### config.mk
export PLATFORM = sky130hd
export DESIGN_NAME = ddswp_host
export DESIGN_NICKNAME = d
export VERILOG_FILES = /design/src/ddswp_pkg.sv /design/src/ddswp_host.sv
export SDC_FILE = /design/constraint.sdc
export NUM_CORES = 1
export LEC_CHECK = 0
export ABC_CLOCK_PERIOD_IN_PS = 2500
export BUFFER_PORTS_ARGS = -buffer_cell sky130_fd_sc_hd__buf_2
export CAP_MARGIN = 10
export CORE_AREA = 4 4 65 126
export CTS_CLUSTER_DIAMETER = 50
export DETAILED_ROUTE_END_ITERATION = 8
export DIE_AREA = 0 0 69 130
export GPL_TIMING_DRIVEN = 0
export SLEW_MARGIN = 20
export SYNTH_ARGS = -nofsm -noshare
export SYNTH_HDL_FRONTEND = slang
export SYNTH_SLANG_ARGS = --single-unit
### constraint.sdc
create_clock -name clk -period 2.5 [get_ports clk]
set_clock_uncertainty 0.05 [all_clocks]
set_input_delay 0.25 -clock clk [delete_from_list [all_inputs] [get_ports clk]]
set_output_delay 0.25 -clock clk [all_outputs]
set_load 0.01 [all_outputs]
### src/ddswp_pkg.sv
// package for the serial write port host controller
`default_nettype none
package ddswp_pkg;
	localparam int WORD_BITS = 16;
	localparam int BYTE_BITS = 8;
	localparam int CTRL_MSB = 15;
	localparam int CTRL_LSB = 12;
	localparam int ADDR_MSB = 11;
	localparam int ADDR_LSB = 8;
	localparam int DATA_MSB = 7;
	localparam int DATA_LSB = 0;
	localparam int CLK_PERIOD_PS = 4000;
	localparam int SCLK_MAX_MHZ = 20;
	localparam int SCLK_MIN_PERIOD_PS = 1000000 / SCLK_MAX_MHZ;
	localparam int SCLK_HALF_CYC =
		(SCLK_MIN_PERIOD_PS / 2 + CLK_PERIOD_PS - 1) / CLK_PERIOD_PS;
	localparam int GAP_CYC = 4;
	localparam int LEAD_CYC = 2;

	typedef enum logic [2:0] {
		DDSWP_IDLE,
		DDSWP_LEAD,
		DDSWP_HIGH,
		DDSWP_LOW,
		DDSWP_GAP,
		DDSWP_TAIL
	} ddswp_state_e;

	typedef struct packed {
		logic [3:0] ctrl;
		logic [3:0] addr;
		logic [7:0] data;
	} ddswp_word_s;

	typedef struct packed {
		logic frame_strobe_n;
		logic sclk;
		logic serial_data_in;
	} ddswp_pins_s;

	localparam ddswp_pins_s PINS_RST = '{frame_strobe_n: 1'b1, sclk: 1'b1,
		serial_data_in: 1'b0};
endpackage
`default_nettype wire

### src/ddswp_host.sv
// host controller that writes 16-bit words into the serial write port
`default_nettype none
module ddswp_host
	import ddswp_pkg::*;
#(
	parameter int HALF_CYC = SCLK_HALF_CYC
)(
	input  wire logic        clk,
	input  wire logic        rstn,
	input  wire logic        req_valid,
	input  wire ddswp_word_s req_word,
	input  wire logic        byte_mode,
	output logic             req_ready,
	output logic             frame_strobe_n,
	output logic             sclk,
	output logic             serial_data_in,
	output logic             word_done
);
	localparam int CW = 8;

	// cnt is CW bits wide, so a longer half period cannot be counted
	if (HALF_CYC < SCLK_HALF_CYC || HALF_CYC > (1 << CW) - 1)
	begin
		$error("HALF_CYC outside servable range");
	end

	typedef struct packed {
		ddswp_state_e state;
		ddswp_pins_s  pins;
		logic [15:0]  shreg;
		logic [4:0]   bits;
		logic [CW-1:0] cnt;
		logic         byte_mode;
		logic         ready;
		logic         done;
	} ddswp_regs_s;

	ddswp_regs_s st_ff;
	ddswp_regs_s nxt_st;

	always_comb
	begin
		nxt_st = st_ff;
		nxt_st.done = 1'b0;
		unique case (st_ff.state)
			DDSWP_IDLE:
			begin
				nxt_st.pins.sclk = 1'b1;
				if (req_valid && st_ff.ready)
				begin
					nxt_st.shreg = req_word;
					nxt_st.byte_mode = byte_mode;
					nxt_st.bits = 5'(WORD_BITS);
					nxt_st.ready = 1'b0;
					nxt_st.pins.frame_strobe_n = 1'b0;
					nxt_st.pins.serial_data_in = req_word[CTRL_MSB];
					nxt_st.cnt = CW'(LEAD_CYC);
					nxt_st.state = DDSWP_LEAD;
				end
			end
			DDSWP_LEAD, DDSWP_GAP:
			begin
				if (st_ff.cnt <= 1)
				begin
					nxt_st.cnt = CW'(HALF_CYC);
					nxt_st.state = DDSWP_HIGH;
				end
				else
					nxt_st.cnt = st_ff.cnt - 1'b1;
			end
			DDSWP_HIGH:
			begin
				if (st_ff.cnt <= 1)
				begin
					nxt_st.pins.sclk = 1'b0;
					nxt_st.bits = st_ff.bits - 1'b1;
					nxt_st.shreg = {st_ff.shreg[14:0], 1'b0};
					nxt_st.cnt = CW'(HALF_CYC);
					nxt_st.state = DDSWP_LOW;
				end
				else
					nxt_st.cnt = st_ff.cnt - 1'b1;
			end
			DDSWP_LOW:
			begin
				if (st_ff.cnt <= 1)
				begin
					nxt_st.pins.sclk = 1'b1;
					nxt_st.pins.serial_data_in = st_ff.shreg[WORD_BITS-1];
					nxt_st.cnt = CW'(HALF_CYC);
					if (st_ff.bits == 0)
						nxt_st.state = DDSWP_TAIL;
					else if (st_ff.byte_mode && st_ff.bits == 5'(BYTE_BITS))
					begin
						nxt_st.cnt = CW'(GAP_CYC);
						nxt_st.state = DDSWP_GAP;
					end
					else
						nxt_st.state = DDSWP_HIGH;
				end
				else
					nxt_st.cnt = st_ff.cnt - 1'b1;
			end
			DDSWP_TAIL:
			begin
				if (st_ff.cnt <= 1)
				begin
					nxt_st.pins.frame_strobe_n = 1'b1;
					nxt_st.done = 1'b1;
					nxt_st.ready = 1'b1;
					nxt_st.state = DDSWP_IDLE;
				end
				else
					nxt_st.cnt = st_ff.cnt - 1'b1;
			end
			default:
				nxt_st.state = DDSWP_IDLE;
		endcase
	end

	// one state register keeps every output straight from a flop
	always_ff @(posedge clk or negedge rstn)
	begin
		if (!rstn)
			st_ff <= '{state: DDSWP_IDLE, pins: PINS_RST, shreg: '0, bits: '0,
				cnt: '0, byte_mode: 1'b0, ready: 1'b1, done: 1'b0};
		else
			st_ff <= nxt_st;
	end

	assign req_ready      = st_ff.ready;
	assign frame_strobe_n = st_ff.pins.frame_strobe_n;
	assign sclk           = st_ff.pins.sclk;
	assign serial_data_in = st_ff.pins.serial_data_in;
	assign word_done      = st_ff.done;
endmodule
`default_nettype wire

After elaboration in Yosys (flattened, before gate mapping):

Index checks and enable logic that the tools add are counted.

* flip-flop bits (word level): 38
* input port bits: 20
* output and inout bits: 5

* add/subtract/negate cells: 2
* $lt $le $gt $ge: 1
* equal/unequal tests: 12
* multiplexer cells: 25
* reductions and logical operators: 18

Operators with widths (count)
* one-hot mux 21 bit (2 select lines): 1
* 2-to-1 mux 32 bit: 1
* one-hot mux 8 bit (4 select lines): 1
* 2-to-1 mux 8 bit: 3
* 2-to-1 mux 21 bit: 1
* 2-to-1 mux 3 bit: 5
* one-hot mux 3 bit (5 select lines): 1
* AND reduction 3 bit: 5
* != test 2 bit (second input constant): 6
* <= comparator 8 x 1 -> 1 bit (second input constant): 1
* 2-to-1 mux 2 bit: 4
* 2-to-1 mux 4 bit: 2
* subtractor 8 x 1 -> 8 bit (second input constant): 1
* equality test 3 x 2 -> 1 bit (second input constant): 2
* equality test 3 bit (second input constant): 2
* one-hot mux 1 bit (2 select lines): 3
* nonzero test 2 bit: 3
* equality test 5 x 4 -> 1 bit (second input constant): 1
* logical NOT 5 bit: 1
* AND reduction 5 bit: 1
* subtractor 5 x 1 -> 5 bit (second input constant): 1
* nonzero test 4 bit: 1
* equality test 3 x 1 -> 1 bit (second input constant): 1
* logical NOT 3 bit: 1
* other kinds (7): 9

Logic depth before layout (Yosys ltp):

Gate-level depths: netlist of run 1.

* depth after elaboration: 6
* depth in mapped cells: 9

Worst setup path after synthesis of run 1:

No wires, ideal clock.

* kind: register to register
* start: reg st_ff[7] (netlist name)
* end: reg st_ff[3] (netlist name)
* setup time: 0.125 ns
* arrival: 2.017 ns
* data required time: 2.325 ns
* path slack: 0.308 ns
* cell stages (with the launch flop): 8
* path through: dfrtp_1 > or3_1 > buf_6 > or3_1 > buf_6 > o41ai_4 > a21oi_1 > mux2_4

* word-level cells in the longest chain between the ends: 3
* elaborated cells between the ends (all ways): 6

Ends and longest elaborated chain
* start: declaration: line ddswp_host.sv:38 `ddswp_regs_s st_ff;`
* start signal: assignment: line ddswp_host.sv:125 `st_ff <= '{state: DDSWP_IDLE, pins: PINS_RST, shreg: '0, bits: '0,`
* start signal: assignment: line ddswp_host.sv:128 `st_ff <= nxt_st;`
* <= comparator 8 x 1 -> 1 bit *
* 2-to-1 mux 8 bit, or another cell as far along: line ddswp_host.sv:86 `if (st_ff.cnt <= 1)`
* one-hot mux 8 bit (4 select lines) or AND reduction 3 bit (tied branches)

Mark *: on every way between the ends. The rest lies on a longest branch, timed or not.
A chain may end at the register's enable or synchronous reset.

Worst setup path after layout of run 1:

Ends and elaborated chain as after synthesis.

==> impl_metrics.py, run 1 <==
metrics = {
    "grt": {
        "use_met1": 0.119,
        "gr-usage-met3": 0.0247,
        "grt_max_degree": 39,
        "first_global_vias": 1973,
        "antenna_found_initial": 0,
        "busiest_layer": "met2",
        "grt_pass1_wl_um": 9180,
        "use_met2": 0.257,
        "track_usage": 0.128,
        "overflow": 0,
    },
    "placement": {
        "place.detailed.hpwl_um": 4030,
        "port_buffers": 24,
        "place_congestion": 0.830,
    },
    "sta": {
        "max_freq_mhz": 437,
        "rsz0062_at_grt": "false",
        "min_period_ns": 2.29,
        "slew_headroom": 0.430,
        "worst_pin_slew_ns": 0.855,
        "finalHoldViolCount": 0,
        "fin_hold_ws_ns": 0.0194,
        "period_share": 0.915,
        "setup_viol": 0,
        "drv_slew": 0,
        "fin_setup_tns_ns": 0,
    },
    "worst_hold_path": {
        "min_path_type": "primary input to async pin",
    },
    "floorplanning": {
        "core_mm2": 0.00727,
        "top_level_ports": 25,
        "die_h_um": 130,
        "placementRows": 44,
        "initial_core_util": 0.290,
        "dieArea_mm2": 0.00897,
        "dieWidth_um": 69,
    },
    "yosys": {
        "syn_avg_cell_area_um2": 8.48,
        "ys_ff_latch": 38,
        "synthFlopType": "dfrtp_1",
        "synth.net_count": 273,
        "synth_common_cells": "38 x nand2_1, 38 x nor2_1, 35 x dfrtp_1",
        "synth_edf_count": 0,
        "synthCells": 249,
        "synth_seq_area_share": 0.452,
        "syn_area_mm2": 0.00211,
        "ys_types": 40,
        "ys_async_sr_fraction": 1.00,
        "yosys_warnings": 0,
        "synth.top_cell.area_share": 0.415,
        "synth_area_leaders": "dfrtp_1 41%, nand2_1 6.8%, nor2_1 6.8%",
        "yosys.area.top_type": "dfrtp_1",
    },
    "worst_setup_path": {
        "cp_data_required_time_ns": 2.62,
        "path_class": "flip-flop to flip-flop",
        "cp.arrival_ns": 2.41,
        "crit_path_end_kind": "flip-flop",
        "crit_slowest_cell": "dfrtp_1",
        "startpoint_type": "flip-flop",
        "crit_fanout": 9,
        "worstRegToRegCells": 7,
        "path_cells": "or3_1, buf_6, or3_1, buf_6, o41ai_4, a21oi_1, mux2_4",
        "critical_path.max_stage_delay_ns": 0.39,
    },
    "finish": {
        "n_antenna_cell": 0,
        "drive_above_1_share": 0.178,
        "final_net_count": 304,
        "multi_input_area_mm2": 0.00105,
        "area.sequential_um2": 955,
        "fillers": 800,
        "area_growth_pct": 18.5,
    },
    "power": {
        "power_switching_mw": 0.259,
        "leakage_nw": 1.10,
        "combPwrFrac": 0.021,
        "total_power_mw": 1.26,
        "seq_power_share": 0.490,
        "swShare": 0.206,
        "vdd_ir_drop_max_mv": 0.553,
        "p_per_area_mw_per_mm2": 502,
        "internal_power_mw": 0.997,
        "power_frac_clock": 0.489,
    },
    "clock_tree": {
        "post-cts-setup-buffers": 0,
        "clockBufferDepth": 2,
        "cts_tree": "yes",
        "numCtsBuffers": 5,
        "insertion_delay_ns": 0.29,
        "clock_sinks": 38,
        "cts-htree-levels": 2,
        "clkSlewWorstSetupHoldPaths_ns": 0.05,
        "holdBufCountCts": 0,
        "clockRootBuffer": "clkbuf_16",
    },
    "run_status": {
        "status": "finished, final reports clean",
    },
    "drt": {
        "first_pass_iters": 4,
        "dr.first_iter.drc_count": 37,
        "vias_per_cell": 5.02,
        "drc": 0,
        "wl_um": 5260,
        "avgRoutedWirePerCell_um": 14.1,
        "antenna_left": 0,
        "num_vias": 1872,
    },
    "run": {
        "drv_cap": 0,
    },
}
-- layout make-up --
cell class	instances	share of cell area
Inverter	7	0.0120
Multi-Input combinational cell	187	0.421
Timing Repair Buffer	24	0.0480
Clock buffer	8	0.0545
Buffer	17	0.0365
Tap cell	92	0.0460
Sequential cell	38	0.382
-- power groups by stage --
stage | logic (mW) | clock network (mW) | registers, mW
3_3_place_gp | 0.0279 | 0 | 0.626
5_1_grt | 0.0314 | 0.648 | 0.615
6_report | 0.0266 | 0.614 | 0.616
3_5_place_dp | 0.0278 | 0 | 0.626
4_1_cts | 0.0281 | 0.629 | 0.615
2_1_floorplan | 0.000637 | 0 | 0.627
-- through the flow --
stage / cells / cell area (um2) / worst slack [ns] / util
floorplan: 249 / 2110 / 0.308 / -
global placement: 365 / 2350 / 0.0781 / 0.323
detailed placement: 365 / 2350 / 0.0767 / 0.323
CTS: 373 / 2480 / 0.0609 / 0.342
global route: 373 / 2500 / 0.0312 / 0.344
finish: 373 / 2500 / 0.212 / 0.344
-- cells by family after synthesis --
logic type      count (synthesis)  share of synthesized area
buf+inv                        24                     0.0539
xor+xnor                        5                     0.0207
compound gates                 54                      0.161
simple gates                  121                      0.271
mux                             3                     0.0166
fa+ha+maj                       4                     0.0237
flops                          38                      0.452
-- sequential cells by signal (all words and copies together), names as in the netlist --
name and flops:
word_done 1, sclk 1, st_ff 33, frame_strobe_n 1, serial_data_in 1, req_ready 1
-- worst max-delay path, delay by kind of cell (launching register included) --
kind	cells	cell delay, ns
muxes	1	0.26
buffers and inverters	2	0.29
and+or+nand+nor	2	0.74
DFF	1	0.39
AOI/OAI and AO/OA	2	0.43
-- per-layer routing --
| metal | share of wire | routed length (um) | vias up |
|---|---|---|---|
| met5 | 0 | 0 | - |
| met4 | 0.031 | 161 | 0 |
| met3 | 0.033 | 171 | 12 |
| met2 | 0.58 | 3060 | 39 |
| met1 | 0.36 | 1870 | 892 |
| li1 | - | - | 929 |
-- worst paths after layout --
path	from	to	slack, ns
max reg2reg	st_ff[7]	st_ff[3]	0.21
min reg2reg	frame_strobe_n	frame_strobe_n	0.43
min in group clk	byte_mode	st_ff[2]	0.12
max	st_ff[7]	st_ff[3]	0.21
max in group asynchronous	rstn	st_ff[18]	1.84
min	rstn	st_ff[28]	0.02
-- timing repair --
action	in CTS	in global routing
endpoints found under the hold margin	0	0
gates resized for setup	0	8
setup endpoints to repair	0	23
-- cell usage in the layout, fill, tap and decap left out, types with 2 or more instances in the layout --
cell type  Yosys  routed
nor3_1         3       3
mux2i_1        2       2
inv_1          6       6
nand2_1       38      38
buf_2          1      25
o21ai_0       11      11
clkbuf_1      12      13
a31o_2         2       2
buf_6          3       3
a31oi_1       15      15
xnor2_1        5       5
a21oi_1       16      16
nor4b_1        2       2
clkbuf_2       0       3
or3_1          4       4
and2_1         2       2
nand2b_1       2       2
nor4_1         5       5
nor2_1        38      38
nand3_1       16      16
nor3b_1        2       2
ha_1           4       4
dfstp_2        3       3
dfrtp_1       35      35
nand4_1        2       2
o31ai_1        4       3
clkbuf_16      0       5
Power figures use the tool's default switching activity.
==> run 2: changes to the inputs <==
--- a/config.mk
+++ b/config.mk
@@ -8,11 +8,12 @@
 export ABC_CLOCK_PERIOD_IN_PS = 2500
 export BUFFER_PORTS_ARGS = -buffer_cell sky130_fd_sc_hd__buf_2
 export CAP_MARGIN = 10
-export CORE_AREA = 4 4 65 126
+export CORE_AREA = 4 4 51 99
 export CTS_CLUSTER_DIAMETER = 50
 export DETAILED_ROUTE_END_ITERATION = 8
-export DIE_AREA = 0 0 69 130
+export DIE_AREA = 0 0 55 103
 export GPL_TIMING_DRIVEN = 0
+export PLACE_DENSITY = 0.69
 export SLEW_MARGIN = 20
 export SYNTH_ARGS = -nofsm -noshare
 export SYNTH_HDL_FRONTEND = slang
==> constraint.sdc (replaced) <==
create_clock -name clk -period 2.5 [get_ports clk]
set_clock_uncertainty 0.05 [all_clocks]
set_input_delay 0.375 -clock clk [delete_from_list [all_inputs] [get_ports clk]]
set_output_delay 0.375 -clock clk [all_outputs]
set_load 0.01 [all_outputs]
==> run 2 against run 1 <==
Effect of this change: utilization is 21 points higher; wire length shrank 6.8%; worst hold slack better by 0.11 ns; global-route usage grew 7.0 points; largest power group unchanged.
==> impl_metrics.py, run 2 (synthesis gave the netlist of run 1 again) <==
metrics = {
    "run_status": {
        "status": "finished, final reports clean",
    },
    "floorplanning": {
        "top_level_ports": 25,
        "dieWidth_um": 55,
        "core_mm2": 0.00430,
        "initial_core_util": 0.491,
        "dieArea_mm2": 0.00567,
        "placementRows": 34,
        "die_h_um": 103,
    },
    "sta": {
        "drv_slew": 0,
        "slew_headroom": 0.429,
        "max_freq_mhz": 426,
        "worst_pin_slew_ns": 0.856,
        "fin_setup_tns_ns": 0,
        "rsz0062_at_grt": "false",
        "period_share": 0.939,
        "setup_viol": 0,
        "finalHoldViolCount": 0,
        "min_period_ns": 2.35,
    },
    "finish": {
        "drive_above_1_share": 0.181,
        "mostFrequentLayoutCells": "38 x nor2_1, 38 x nand2_1, 35 x dfrtp_1",
        "fin_util": 0.558,
        "area_growth_pct": 13.6,
        "fillers": 425,
        "largest_reg_flops": 33,
        "final_net_count": 304,
        "n_antenna_cell": 0,
        "max_flop_register": "st_ff",
    },
    "clock_tree": {
        "post-cts-setup-buffers": 0,
        "clock_sinks": 38,
        "clockRootBuffer": "clkbuf_8",
        "holdBufCountCts": 0,
        "clockBufferDepth": 2,
        "insertion_delay_ns": 0.30,
        "clkSlewWorstSetupHoldPaths_ns": 0.08,
        "numCtsBuffers": 5,
        "cts_tree": "yes",
        "cts-htree-levels": 2,
    },
    "worst_setup_path": {
        "crit_family": "simple AND/OR/NAND/NOR gates",
        "cp_data_required_time_ns": 2.61,
        "critical_path.max_stage_delay_ns": 0.60,
        "startpoint_type": "flip-flop",
        "path_class": "flip-flop to flip-flop",
        "cp_common_cell": "nor2_1",
        "cp.arrival_ns": 2.46,
        "crit_path_end_kind": "flip-flop",
        "worstSetupStartpoint": "st_ff[3]",
        "path_buf_inv": 2,
        "reg2reg_from": "st_ff[3]",
        "path_cells": "inv_1, ha_1, nor2_1, or3_1, buf_6, o31ai_1, nor2_1",
        "crit_fanout": 9,
        "crit_slowest_cell": "o31ai_1",
    },
    "grt": {
        "grt_pass1_wl_um": 8270,
        "first_global_vias": 1863,
        "track_usage": 0.199,
        "overflow": 0,
        "grt_max_degree": 39,
        "antenna_found_initial": 0,
    },
    "power": {
        "leakage_nw": 1.08,
        "p_per_area_mw_per_mm2": 445,
        "vdd_ir_drop_max_mv": 0.406,
    },
    "drt": {
        "dr.first_iter.drc_count": 42,
        "antenna_left": 0,
        "wl_um": 4900,
        "first_pass_iters": 4,
        "vias_per_cell": 5.53,
        "num_vias": 1854,
        "avgRoutedWirePerCell_um": 14.6,
        "drc": 0,
    },
    "run": {
        "drv_cap": 0,
    },
    "placement": {
        "place.detailed.hpwl_um": 3660,
        "place_congestion": 0.878,
        "port_buffers": 24,
    },
    "worst_hold_path": {
        "min_path_type": "primary input to async pin",
    },
}
-- run 2: cell count changes in the layout (fill, tap and decap cells not counted), sizes merged --
cell and delta:
clkinv +2, clkbuf -2
-- run 2: cell type report --
class | count | area, um2 | share of cell area
Clock buffer | 6 | 72.6 | 0.0303
Buffer | 17 | 91.3 | 0.0381
Tap cell | 54 | 67.6 | 0.0282
Sequential cell | 38 | 955 | 0.398
Clock inverter | 2 | 13.8 | 0.00574
Timing Repair Buffer | 24 | 120 | 0.0501
Inverter | 7 | 30.0 | 0.0125
Multi-Input combinational cell | 187 | 1050 | 0.437
-- run 2: where the power goes --
group	switching [mW]	internal (mW)	total (mW)
sequential	0	0.614	0.614
clock	0.229	0.197	0.425
combinational	0.0160	0.0107	0.0266
total	0.244	0.822	1.07
-- run 2: timing repair --
action,CTS,global route
endpoints found under the hold margin,0,0
resized for setup,0,7
setup endpoints to repair,0,19
-- run 2: worst register-to-register path: cells and delay by family (launching register included) --
| kind | cells | cell delay [ns] |
|---|---|---|
| flip-flops | 1 | 0.43 |
| AND/OR/NAND/NOR | 3 | 0.65 |
| buffers and inverters | 2 | 0.24 |
| adder cells (fa/ha/maj) | 1 | 0.26 |
| AO/OA/AOI/OAI | 1 | 0.60 |
-- run 2: through the flow --
step                      instances  power, mW  area [um2]  worst slack, ns  hold slack (ns)
after floorplan                 249      0.627        2110            0.308           0.0294
after global placement          327      0.654        2300            0.140            0.422
after detailed placement        327      0.654        2300            0.119            0.433
after CTS                       335       1.07        2380            0.113            0.160
after global routing            335       1.10        2400          0.00403            0.189
final                           335       1.07        2400            0.153            0.126
-- run 2: final timing paths --
path / cells past startpoint / end / slack (ns)
max in group asynchronous: 1 / st_ff[3] / 1.72
min in group clk: 3 / st_ff[2] / 0.24
worst min-delay path: 1 / word_done / 0.13
worst max register to register: 7 / st_ff[9] / 0.15
worst min register to register: 2 / frame_strobe_n / 0.44
worst max-delay path: 7 / st_ff[9] / 0.15
-- run 2: routing by layer --
metal  GRT usage  vias to the layer above  routed length [um]
li1            -                      928                   -
met1       0.215                      884                1910
met2       0.362                       30                2740
met3      0.0275                       12                 106
met4      0.0880                        0                 143
met5           0                        -                   0
==> run 3: changes to the inputs <==
--- a/config.mk
+++ b/config.mk
@@ -8,12 +8,12 @@
 export ABC_CLOCK_PERIOD_IN_PS = 2500
 export BUFFER_PORTS_ARGS = -buffer_cell sky130_fd_sc_hd__buf_2
 export CAP_MARGIN = 10
-export CORE_AREA = 4 4 51 99
+export CORE_AREA = 4 4 83 62
 export CTS_CLUSTER_DIAMETER = 50
 export DETAILED_ROUTE_END_ITERATION = 8
-export DIE_AREA = 0 0 55 103
+export DIE_AREA = 0 0 87 66
 export GPL_TIMING_DRIVEN = 0
-export PLACE_DENSITY = 0.69
+export PLACE_DENSITY = 0.68
 export SLEW_MARGIN = 20
 export SYNTH_ARGS = -nofsm -noshare
 export SYNTH_HDL_FRONTEND = slang
==> run 3 against run 2 <==
Effect of this change: via count is 1.8% higher; combinational power hardly changed; first-iteration DRC count grew to 3.4 times the previous value; final area is 2.4% higher; final cell count is 0.30% higher; worst setup slack better by 0.020 ns; sequential cell count stayed put; power is 21% higher; non-clock buffer count stayed put; utilization is 1.6 points higher.
==> impl_metrics.py, run 3 (synthesis gave the netlist of run 1 again) <==
metrics = {
    "grt": {
        "use_met2": 0.251,
        "antenna_found_initial": 0,
        "gr-usage-met3": 0.0436,
        "grt_pass1_wl_um": 8290,
        "first_global_vias": 1734,
        "grt_max_degree": 39,
        "use_met1": 0.290,
        "overflow": 0,
        "busiest_layer": "met1",
        "track_usage": 0.185,
    },
    "power": {
        "vdd_ir_drop_max_mv": 0.343,
        "leakage_nw": 1.11,
        "p_per_area_mw_per_mm2": 525,
    },
    "worst_setup_path": {
        "reg2reg_slack_ns": 0.17,
        "crit_path_end_kind": "flip-flop",
        "crit_fanout": 9,
        "worstRegToRegCells": 7,
        "path_class": "flip-flop to flip-flop",
        "cp_data_required_time_ns": 2.60,
        "cp.arrival_ns": 2.42,
        "startpoint_type": "flip-flop",
    },
    "finish": {
        "mostFrequentLayoutCells": "38 x nor2_1, 38 x nand2_1, 35 x dfrtp_1",
        "final_net_count": 304,
        "area_growth_pct": 16.4,
        "drive_above_1_share": 0.185,
        "max_flop_register": "st_ff",
        "n_antenna_cell": 0,
        "fin_cells": 336,
        "largest_reg_flops": 33,
        "fillers": 396,
        "fin_util": 0.574,
    },
    "drt": {
        "antenna_left": 0,
        "wl_um": 4760,
        "num_vias": 1887,
        "drc": 0,
        "first_pass_iters": 4,
        "vias_per_cell": 5.62,
        "avgRoutedWirePerCell_um": 14.2,
        "dr.first_iter.drc_count": 142,
    },
    "sta": {
        "finalHoldViolCount": 0,
        "max_freq_mhz": 430,
        "setup_viol": 0,
        "setup_slack_ns": 0.173,
        "slew_headroom": 0.449,
        "worst_pin_slew_ns": 0.827,
        "min_period_ns": 2.33,
        "fin_hold_ws_ns": 0.125,
        "drv_slew": 0,
        "period_share": 0.931,
    },
    "placement": {
        "place_congestion": 0.803,
        "port_buffers": 24,
        "dp.cells": 328,
        "place.detailed.hpwl_um": 3390,
        "pre_cts_ws_ns": 0.162,
    },
    "floorplanning": {
        "dieWidth_um": 87,
        "core_mm2": 0.00428,
        "die_h_um": 66,
        "dieArea_mm2": 0.00574,
        "top_level_ports": 25,
        "placementRows": 20,
        "initial_core_util": 0.493,
    },
    "clock_tree": {
        "clockRootBuffer": "clkbuf_8",
        "insertion_delay_ns": 0.30,
        "cts_tree": "yes",
        "cts-htree-levels": 2,
        "post-cts-setup-buffers": 0,
        "clock_sinks": 38,
        "clockBufferDepth": 2,
        "numCtsBuffers": 5,
        "clkSlewWorstSetupHoldPaths_ns": 0.08,
    },
    "run_status": {
        "status": "finished, final reports clean",
    },
    "worst_hold_path": {
        "min_path_type": "primary input to async pin",
    },
    "run": {
        "drv_cap": 0,
    },
}
## run 3: cell count changes in the layout (fill, tap and decap cells not counted), sizes merged
cell,previous run,this run
bufinv,0,2
clkinv,2,0
## run 3: cell type report
| type | count | area [um2] | share of cell area |
|---|---|---|---|
| clock inverters | 2 | 60.1 | 0.0245 |
| multi-input cells | 187 | 1050 | 0.427 |
| inverters | 7 | 30.0 | 0.0122 |
| clock buffers | 6 | 82.6 | 0.0336 |
| repair buffers | 24 | 120 | 0.0489 |
| plain buffers | 17 | 91.3 | 0.0372 |
| flip-flops and latches | 38 | 955 | 0.389 |
| well taps | 55 | 68.8 | 0.0280 |
## run 3: path summary, 6_finish.rpt
kind | start | end
setup / recovery | st_ff[3] | st_ff[10]
hold / removal | rstn | st_ff[3]
setup reg to reg | st_ff[3] | st_ff[10]
hold reg to reg | frame_strobe_n | frame_strobe_n
max in group asynchronous | rstn | st_ff[15]
min in group clk | byte_mode | st_ff[2]
## run 3: metrics by stage
step	setup TNS [ns]	total power [mW]	area, um2
2_1_floorplan	0	0.627	2110
3_3_place_gp	0	0.654	2300
3_5_place_dp	0	0.654	2300
4_1_cts	0	1.30	2440
5_1_grt	-0.00917	1.33	2460
6_report	0	1.29	2460
## run 3: what timing repair did
action / in CTS / in global routing
hold buffers: 0 / 0
resized for setup: 0 / 7
setup endpoints to repair: 0 / 19
## run 3: where the power goes
group          total [mW]  internal (mW)  switching (mW)  leakage, nW
registers           0.614          0.614               0        0.489
logic              0.0265         0.0107          0.0158        0.546
clock network       0.647          0.426           0.222       0.0714
total                1.29           1.05           0.237         1.11
## run 3: critical path, cell delays in order, from the launching register on
cell	delay (ns)
dfrtp_1	0.43
inv_1	0.08
ha_1	0.25
nor2_1	0.13
or3_1	0.39
buf_6	0.15
o31ai_1	0.58
nor2_1	0.12
## run 3: metal layers
layer	vias to the layer above	share of wire
met5	-	0
met4	0	0.012
met3	8	0.059
met2	55	0.40
met1	892	0.53
li1	932	-
